==> src/hdl/itd_pkg.sv <==
// constants and types for the immediate transfer decoder
// Functional notes
// [RULE1] top bits 101 mark indirect transfer; extract space, pointer, direction, long, ureg, modify
// [RULE2] one bit picks read or write, another picks data or program space
// [RULE3] long bit forces long-word access only when address lies in normal-word range
// [RULE4] immediate-to-memory writes data into upper 32 bits, low 8 bits zero
// [RULE5] immediate-to-memory post-modifies pointer by modify register and writes it back
// [RULE6] dual mode writes both elements; second uses pointer plus one; one post-modify
// [RULE7] top bits 100 mark immediate-to-memory; extract pointer, modify, space, immediate
// [RULE8] immediate-to-register loads 32 bits; 40-bit registers get value high, low 8 zero
// [RULE9] dual mode also writes complementary register; others act as single mode
// [RULE10] immediate-to-register yields register number and 32-bit immediate from two parts
// [RULE11] indirect transfer pre-modifies pointer by immediate; pointer not written back
// [RULE12] software must not use a transfer register from the pointer's own generator
// [RULE13] single or dual behaviour chosen by mode bit sampled at execution
package itd_pkg;
    localparam int OP_W         = 48;
    localparam int ADDR_W       = 32;
    localparam int WORD_W       = 40;
    localparam int PAD_W        = 8;
    localparam int IMM_HI_POS   = 24;
    localparam int IMM_LO_W     = 24;
    localparam int TOP_POS      = 45;
    localparam int IDX_W        = 3;
    localparam int UREG_W       = 8;
    localparam logic [2:0] TOP_XFER = 3'h5;
    localparam logic [2:0] TOP_IMEM = 3'h4;
    localparam logic [5:0] TOP_IREG = 6'h0f;
    localparam int IREG_TOP_POS = 40;
    // indirect transfer field positions
    localparam int X_G_POS      = 44;
    localparam int X_I_POS      = 41;
    localparam int X_D_POS      = 40;
    localparam int X_L_POS      = 39;
    localparam int X_UREG_POS   = 32;
    // immediate-to-memory field positions
    localparam int M_G_POS      = 37;
    localparam int M_M_POS      = 38;
    localparam int M_I_POS      = 41;
    // immediate-to-register field positions
    localparam int R_UREG_POS   = 32;
    localparam logic [ADDR_W-1:0] PTR_RESET   = 32'h0000_0000;
    localparam logic [ADDR_W-1:0] LONG_BASE   = 32'h0004_0000;
    localparam logic [ADDR_W-1:0] NORMAL_BASE = 32'h0008_0000;
    localparam logic [ADDR_W-1:0] NORMAL_END  = 32'h0010_0000;
    typedef enum logic [1:0] {ITD_NONE, ITD_XFER, ITD_IMEM, ITD_IREG} itd_form_t;
endpackage : itd_pkg

==> src/hdl/itd_core.sv <==
// execution of immediate transfer forms: pointers, addresses, memory and register writes
`timescale 1ns/1ps
module itd_core
    import itd_pkg::*;
(
    input  wire logic                         mclk_i,
    input  wire logic                         rst_i,
    input  wire logic                         op_valid_i,
    input  wire logic [itd_pkg::OP_W-1:0]     op_i,
    input  wire logic                         dual_mode_i,
    input  wire logic [itd_pkg::WORD_W-1:0]   xfer_wdata_x_i,
    input  wire logic [itd_pkg::WORD_W-1:0]   xfer_wdata_y_i,
    input  wire logic                         ureg_wide_i,
    input  wire logic                         ureg_has_comp_i,
    input  wire logic                         mod_load_i,
    input  wire logic                         mod_load_dag_two_i,
    input  wire logic [itd_pkg::IDX_W-1:0]    mod_load_sel_i,
    input  wire logic [itd_pkg::ADDR_W-1:0]   mod_load_val_i,
    output logic                              mem_en_x_o,
    output logic                              mem_en_y_o,
    output logic                              mem_we_o,
    output logic                              mem_prog_o,
    output logic                              mem_long_o,
    output logic [itd_pkg::ADDR_W-1:0]        mem_addr_x_o,
    output logic [itd_pkg::ADDR_W-1:0]        mem_addr_y_o,
    output logic [itd_pkg::WORD_W-1:0]        mem_wdata_x_o,
    output logic [itd_pkg::WORD_W-1:0]        mem_wdata_y_o,
    output logic                              ureg_we_x_o,
    output logic                              ureg_we_y_o,
    output logic [itd_pkg::UREG_W-1:0]        ureg_num_o,
    output logic [itd_pkg::WORD_W-1:0]        ureg_data_o,
    output logic [itd_pkg::ADDR_W-1:0]        ptr_dag_one_o [8],
    output logic [itd_pkg::ADDR_W-1:0]        ptr_dag_two_o [8]
);
    itd_form_t               form;
    logic [ADDR_W-1:0]       imm;
    logic [IDX_W-1:0]        ptr_sel;
    logic [IDX_W-1:0]        mod_sel;
    logic [UREG_W-1:0]       ureg;
    logic                    prog_space;
    logic                    write;
    logic                    long_word_access;
    logic                    dag_two;
    logic [ADDR_W-1:0]       ptr [2][8];
    logic [ADDR_W-1:0]       modv [2][8];
    logic [ADDR_W-1:0]       ptr_val;
    logic [ADDR_W-1:0]       mod_val;
    logic [ADDR_W-1:0]       next_addr;
    logic [WORD_W-1:0]       imm_word;

    itd_field_decode u_dec (
        .op_i         (op_i),
        .form_o       (form),
        .imm_o        (imm),
        .ptr_sel_o    (ptr_sel),
        .mod_sel_o    (mod_sel),
        .ureg_o       (ureg),
        .prog_space_o (prog_space),
        .write_o      (write),
        .long_o       (long_word_access),
        .dag_two_o    (dag_two)
    );

    function automatic logic in_normal_range(input logic [ADDR_W-1:0] a);
        in_normal_range = (a >= NORMAL_BASE) && (a < NORMAL_END);
    endfunction : in_normal_range

    function automatic logic is_mem_form(input itd_form_t f);
        is_mem_form = (f == ITD_XFER) || (f == ITD_IMEM);
    endfunction : is_mem_form

    assign ptr_val  = ptr[dag_two][ptr_sel];
    assign mod_val  = modv[dag_two][mod_sel];
    assign imm_word = {imm, {PAD_W{1'b0}}}; // [RULE4] [RULE8]

    // pre-modify for transfer, plain pointer for immediate write
    always_comb
    begin
        next_addr = ptr_val;
        if (form == ITD_XFER)
        begin
            next_addr = ptr_val + imm; // [RULE11]
        end
    end

    // pointer update: only the immediate write form writes back
    generate
        for (genvar g = 0; g < 2; g++)
        begin : g_dag
            for (genvar r = 0; r < 8; r++)
            begin : g_reg
                always_ff @(posedge mclk_i)
                begin
                    if (rst_i)
                    begin
                        ptr[g][r] <= PTR_RESET;
                    end
                    else if (op_valid_i && form == ITD_IMEM && dag_two == 1'(g) && ptr_sel == IDX_W'(r))
                    begin
                        ptr[g][r] <= ptr_val + mod_val; // [RULE5] [RULE6]
                    end
                end
                always_ff @(posedge mclk_i)
                begin
                    if (rst_i)
                    begin
                        modv[g][r] <= PTR_RESET;
                    end
                    else if (mod_load_i && mod_load_dag_two_i == 1'(g) && mod_load_sel_i == IDX_W'(r))
                    begin
                        modv[g][r] <= mod_load_val_i;
                    end
                end
                // each output element gets exactly one driver
                if (g == 0)
                begin : g_one
                    assign ptr_dag_one_o[r] = ptr[0][r];
                end
                else
                begin : g_two
                    assign ptr_dag_two_o[r] = ptr[1][r];
                end
            end
        end
    endgenerate

    // memory strobes: one cycle after the execute edge
    always_ff @(posedge mclk_i)
    begin
        if (rst_i)
        begin
            mem_en_x_o <= 1'b0;
            mem_en_y_o <= 1'b0;
        end
        else
        begin
            mem_en_x_o <= op_valid_i && is_mem_form(form); // [RULE1] [RULE7]
            // second element only when mode bit set at execution
            mem_en_y_o <= op_valid_i && dual_mode_i && is_mem_form(form); // [RULE13] [RULE6]
        end
    end

    // access attributes hold until the next instruction
    always_ff @(posedge mclk_i)
    begin
        if (rst_i)
        begin
            mem_we_o   <= 1'b0;
            mem_prog_o <= 1'b0;
            mem_long_o <= 1'b0;
        end
        else if (op_valid_i)
        begin
            mem_we_o   <= write; // [RULE2]
            mem_prog_o <= prog_space; // [RULE2]
            // long override only matters inside the normal-word window
            mem_long_o <= (form == ITD_XFER) && long_word_access && in_normal_range(next_addr); // [RULE3]
        end
    end

    // addresses: second element skewed by one word
    always_ff @(posedge mclk_i)
    begin
        if (rst_i)
        begin
            mem_addr_x_o <= '0;
            mem_addr_y_o <= '0;
        end
        else if (op_valid_i)
        begin
            mem_addr_x_o <= next_addr;
            mem_addr_y_o <= next_addr + 32'h0000_0001; // [RULE6]
        end
    end

    // write data: immediate word or the register file's values
    always_ff @(posedge mclk_i)
    begin
        if (rst_i)
        begin
            mem_wdata_x_o <= '0;
            mem_wdata_y_o <= '0;
        end
        else if (op_valid_i)
        begin
            if (form == ITD_IMEM)
            begin
                mem_wdata_x_o <= imm_word; // [RULE4]
                mem_wdata_y_o <= imm_word;
            end
            else
            begin
                mem_wdata_x_o <= xfer_wdata_x_i;
                mem_wdata_y_o <= xfer_wdata_y_i;
            end
        end
    end

    // universal register write strobes
    always_ff @(posedge mclk_i)
    begin
        if (rst_i)
        begin
            ureg_we_x_o <= 1'b0;
            ureg_we_y_o <= 1'b0;
        end
        else
        begin
            ureg_we_x_o <= op_valid_i && form == ITD_IREG; // [RULE8]
            // registers without a partner act as single mode
            ureg_we_y_o <= op_valid_i && form == ITD_IREG && dual_mode_i && ureg_has_comp_i; // [RULE9] [RULE13]
        end
    end

    // universal register number and data
    always_ff @(posedge mclk_i)
    begin
        if (rst_i)
        begin
            ureg_num_o  <= '0;
            ureg_data_o <= '0;
        end
        else if (op_valid_i)
        begin
            ureg_num_o  <= ureg;
            // narrow registers take the raw 32 bits low
            ureg_data_o <= ureg_wide_i ? imm_word : {{PAD_W{1'b0}}, imm}; // [RULE8]
        end
    end
endmodule : itd_core

==> src/hdl/itd_field_decode.sv <==
// field extraction for the three immediate forms
`timescale 1ns/1ps
module itd_field_decode
    import itd_pkg::*;
(
    input  wire logic [itd_pkg::OP_W-1:0]   op_i,
    output itd_pkg::itd_form_t              form_o,
    output logic [itd_pkg::ADDR_W-1:0]      imm_o,
    output logic [itd_pkg::IDX_W-1:0]       ptr_sel_o,
    output logic [itd_pkg::IDX_W-1:0]       mod_sel_o,
    output logic [itd_pkg::UREG_W-1:0]      ureg_o,
    output logic                            prog_space_o,
    output logic                            write_o,
    output logic                            long_o,
    output logic                            dag_two_o
);
    // immediate is carried as upper 8 and lower 24 bits; same place in every form
    assign imm_o = {op_i[IMM_HI_POS +: PAD_W], op_i[0 +: IMM_LO_W]}; // [RULE10]

    always_comb
    begin
        form_o       = ITD_NONE;
        ptr_sel_o    = '0;
        mod_sel_o    = '0;
        ureg_o       = '0;
        prog_space_o = 1'b0;
        write_o      = 1'b0;
        long_o       = 1'b0;
        if (op_i[TOP_POS +: 3] == TOP_XFER)
        begin
            form_o       = ITD_XFER; // [RULE1]
            prog_space_o = op_i[X_G_POS]; // [RULE2]
            ptr_sel_o    = op_i[X_I_POS +: IDX_W];
            write_o      = op_i[X_D_POS]; // [RULE2]
            long_o       = op_i[X_L_POS];
            ureg_o       = {1'b0, op_i[X_UREG_POS +: UREG_W-1]};
        end
        else if (op_i[TOP_POS +: 3] == TOP_IMEM)
        begin
            form_o       = ITD_IMEM; // [RULE7]
            ptr_sel_o    = op_i[M_I_POS +: IDX_W];
            mod_sel_o    = op_i[M_M_POS +: IDX_W];
            prog_space_o = op_i[M_G_POS];
            write_o      = 1'b1;
        end
        // top two bits must be clear too, or 110 opcodes would alias onto this form
        else if (op_i[TOP_POS+1 +: 2] == 2'h0 && op_i[IREG_TOP_POS +: 6] == TOP_IREG)
        begin
            form_o = ITD_IREG; // [RULE10]
            ureg_o = {1'b0, op_i[R_UREG_POS +: UREG_W-1]};
        end
    end
    // program space pointers live in the second address generator
    assign dag_two_o = prog_space_o;
endmodule : itd_field_decode

==> config.mk <==
export PLATFORM = sky130hd
export DESIGN_NAME = itd_core
export DESIGN_NICKNAME = d
export VERILOG_FILES = /design/src/hdl/itd_pkg.sv /design/src/hdl/itd_core.sv /design/src/hdl/itd_field_decode.sv
export SDC_FILE = /design/constraint.sdc
export NUM_CORES = 2
export LEC_CHECK = 0
export BUFFER_PORTS_ARGS = -buffer_cell sky130_fd_sc_hd__buf_2
export CELL_PAD_IN_SITES_DETAIL_PLACEMENT = 1
export CELL_PAD_IN_SITES_GLOBAL_PLACEMENT = 1
export CORE_ASPECT_RATIO = 0.75
export CORE_UTILIZATION = 40
export CTS_CLUSTER_SIZE = 28
export DETAILED_ROUTE_END_ITERATION = 16
export PLACE_DENSITY_LB_ADDON = 0.1
export SKIP_LAST_GASP = 1
export SLEW_MARGIN = 30
export SYNTH_ARGS = -nofsm -noshare
export SYNTH_HDL_FRONTEND = slang
export SYNTH_SLANG_ARGS = --single-unit
==> constraint.sdc <==
create_clock -name mclk_i -period 13.8 [get_ports mclk_i]
set_input_delay 3.45 -clock mclk_i [delete_from_list [all_inputs] [get_ports mclk_i]]
set_output_delay 3.45 -clock mclk_i [all_outputs]
set_load 0.05 [all_outputs]
==> key figures <==
Run status
  – Status: finished clean

Placed design
  – Pre-CTS setup slack: roughly 3.2 ns
  – PortBufs: 880
  – Area post-placement: 65400 µm²
  – Hpwl dp: ~180000 µm
  – Placed cell count: 7700
  – Gp weighted congestion: roughly 0.91

Worst setup path
  – Worst Setup Start Kind: input port
  – CP Class: in2reg
  – Delay-heaviest family, CP: compound AO/OA/AOI/OAI gates
  – Slowest cell on crit path: buf_4
  – CP max FO: between 100 and 150
  – CP Data Arrival Time: around 11 ns
  – Crit path buffers/inverters: 4
  – Crit path cell chain: buf_2, buf_4, nor4bb_4, buf_12, buf_4, nand2_1, and3_1, a31oi_1, a211oi_1, a21oi_1, ha_1, a21o_1, a21o_1, a21oi_1, o21ai_0, nor3_1, a211o_1, o311ai_2, nand4_1, a41oi_1, o21a_1, nor3_1
  – Worst Setup End Kind: flip-flop
  – Required @ worst endpoint: 14.31 ns
  – Largest stage delay on the critical path: about 0.85 ns

Routing
  – Detailed Routing Iterations Pass 1: 6
  – Vias/cell: about 6
  – Vias after detailed routing: slightly below 50000
  – Antenna-violating nets left: 0
  – DR DRC count: 0
  – Iter 0 DRT Violations: between 5000 and 6000
  – Final WL: between 200000 and 300000 µm
  – Post-DR wirelength/cell: ~34 µm

Cells and area
  – Post-Layout Cell Count: roughly 7900
  – Post-layout util: between 40% and 50%
  – Area delta synth->final: 18.8%
  – Design area: 69700 µm²
  – Ratio of cells with drive above 1 in the final layout: about a quarter
  – Nets: slightly above 6000
  – Number of fillers in the final layout: 15600

Floorplan
  – Row cnt: between 100 and 150
  – I/O pins: ~880
  – Die X: approximately 440 µm
  – Core area: 145000 µm²
  – Die Height: 334 µm
  – Starting density of the core: 40.3%
  – Die area: about 150000 µm²

Flow run
  – Max Cap Viol: 0

Global routing
  – Initial antenna violation count: 37
  – Gr ovfl total: 0
  – Met1 layer usage reported by global route: around 48%
  – Largest net degree at the start of global routing: 152
  – First-pass GRT wire length: between 300000 and 400000 µm
  – Vias in the first global route: about 47000
  – GRT Total Usage: 35.5%
  – Met2 Use GR: a little over half
  – GRT met3 Usage: ~8%
  – Grt peak-use layer: met2

Clocking
  – CTS Hold Bufs: 0
  – Max Root-Sink Buffers: 3
  – Resized cells post-CTS: 0
  – Post-CTS setup repair buffer count: 0
  – Clk pin slew, worst setup/hold paths: ~0.06 ns
  – H-tree depth: 4
  – CTS Sinks: 1222
  – TritonCTS Buffers: 133
  – CTS tree: built
  – Skew-Pair Late Insertion Delay: 0.81 ns
  – Clk root buf: clkbuf_16

Logic synthesis
  – Seq/Total Area, Yosys: between 50% and 60%
  – Synth area leader: edfxtp_1
  – FFs w/ async S/R, synth: 0%
  – Synth top area share: a little over half
  – Post-Syn Instances: 5212
  – Yosys Warn Count: 0
  – Post-synth EDFFs: 1024
  – Synth unique cells: 103
  – Synth Flop Type: edfxtp_1
  – Cell Area, Synth: 58600 µm²
  – Post-Syn Area per Cell: 11.2 µm²
  – Yosys reg bits: between 1000 and 1500
  – Top cells by area, synth: edfxtp_1, dfxtp_1, and2_1
  – Syn_nets: ~5500

Power and ir drop
  – Pwr dens: between 100 and 150 nW/µm²
  – Pwr Total: ~9.8 mW
  – Max VDD drop: between 100 and 150 µV
  – Leakage: roughly 28 nW

Timing
  – Final Hold Viols: 0
  – Max_slew headroom: 25.2%
  – Worst Tran Pin Value: about 1.1 ns
  – Final min period: about 10 ns
  – Period utilization: 73.0%
  – RSZ-0062 raised after global routing: no
  – Setup TNS: 0 ns
  – Clock Skews: 0.0411 ns
  – Final worst slack: about 3.7 ns
  – F_max: between 0.09 and 0.1 GHz
  – Slew Viols, Final: 0
  – Final setup vio count: 0
  – Worst Hold Slack: between 0.4 and 0.5 ns

Min path
  – Worst hold path class: reg2reg
==> cell usage in the layout, fill, tap and decap left out, types with 25 or more instances in the layout <==
cell type  netlist  routed
a21oi_1        250     250
xnor2_1         33      30
nand2_1        346     335
a311oi_1        37      35
xor2_1          28      25
inv_1           42      42
buf_2           47     875
and2_1         556     555
o221ai_1        37      37
nand3_1         61      53
mux2_2          39      39
o22ai_1         63      63
dfxtp_1        198     198
o21ai_0         80      79
clkbuf_1       335      37
buf_4           24     125
nor3_1          60      59
clkbuf_16        0     137
mux2i_1        241     241
a211oi_1       171     168
edfxtp_1      1024    1024
nor2_1         813     795
ha_1            65      65
a31oi_1         69      68
and3_1          84      84
a21o_1          42      34
mux4_2          35      35
nand2b_1        70      67
==> sequential cells by signal, summed over array words and instances, names as in the netlist, 7 cells and up <==
| signal | count |
|---|---|
| modv | 512 |
| ptr | 512 |
| mem_wdata_x_o | 40 |
| mem_wdata_y_o | 40 |
| ureg_data_o | 40 |
| mem_addr_x_o | 32 |
| mem_addr_y_o | 32 |
| ureg_num_o | 7 |
==> power breakdown <==
group	leakage (nW)	switching [mW]	internal [mW]
Clock	2.00	1.57	1.97
Sequential	11.8	0.109	4.18
Combinational	13.8	1.48	0.470
Total	27.6	3.16	6.62
==> final timing paths <==
kind / startpoint / endpoint / slack (ns) / depth (start not counted)
setup / recovery: op_i[47] / ptr[0][190] / 3.73 / 22
setup reg to reg: ptr[1][96] / ptr[0][190] / 7.49 / 18
hold reg to reg: ureg_data_o[39] / ureg_data_o[39] / 0.47 / 2
hold / removal: ureg_data_o[39] / ureg_data_o[39] / 0.47 / 2
==> worst min-delay path: stages, from the launching register on <==
cell	delay, ns
dfxtp_1	0.31
nand2b_1	0.06
a21oi_1	0.05
==> cell type report <==
type / count / area (µm²) / share of cell area (%)
inverter: 43 / 161 / 0.232
clock inverter: 58 / 519 / 0.745
sequential: 1222 / 34700 / 49.8
clock buffer: 176 / 3590 / 5.15
multi-input combinational: 3511 / 22600 / 32.4
tap: 1906 / 2380 / 3.42
antenna: 14 / 35.0 / 0.0503
timing repair buffer: 1019 / 5690 / 8.17
==> synth_stat cells, types with 63 or more instances <==
library cell  instances
and3_1               84
mux2i_1             241
clkbuf_1            335
o22ai_1              63
a211oi_1            171
and2_1              556
edfxtp_1           1024
nor2_1              813
a31oi_1              69
nand2_1             346
o21ai_0              80
ha_1                 65
a21oi_1             250
dfxtp_1             198
nand2b_1             70
==> layer usage <==
metal	vias up	part of all wire, %
met3	605	10
met1	24800	40
li1	20300	-
met4	34	6.0
met2	2962	44
met5	-	0.082
==> cell families (layout without fill, tap and decap cells) <==
family | after synthesis | after routing | synth area share (%)
compound gates | 932 | 932 | 10.7
other cells | 1 | 15 | 0.00640
flops | 1222 | 1222 | 59.2
xor+xnor | 61 | 61 | 0.911
mux | 317 | 317 | 6.27
buf+inv | 479 | 1296 | 3.43
fa+ha+maj | 67 | 67 | 1.46
simple gates | 2133 | 2133 | 18.0
Note: power is estimated with default switching activity, not from simulation.
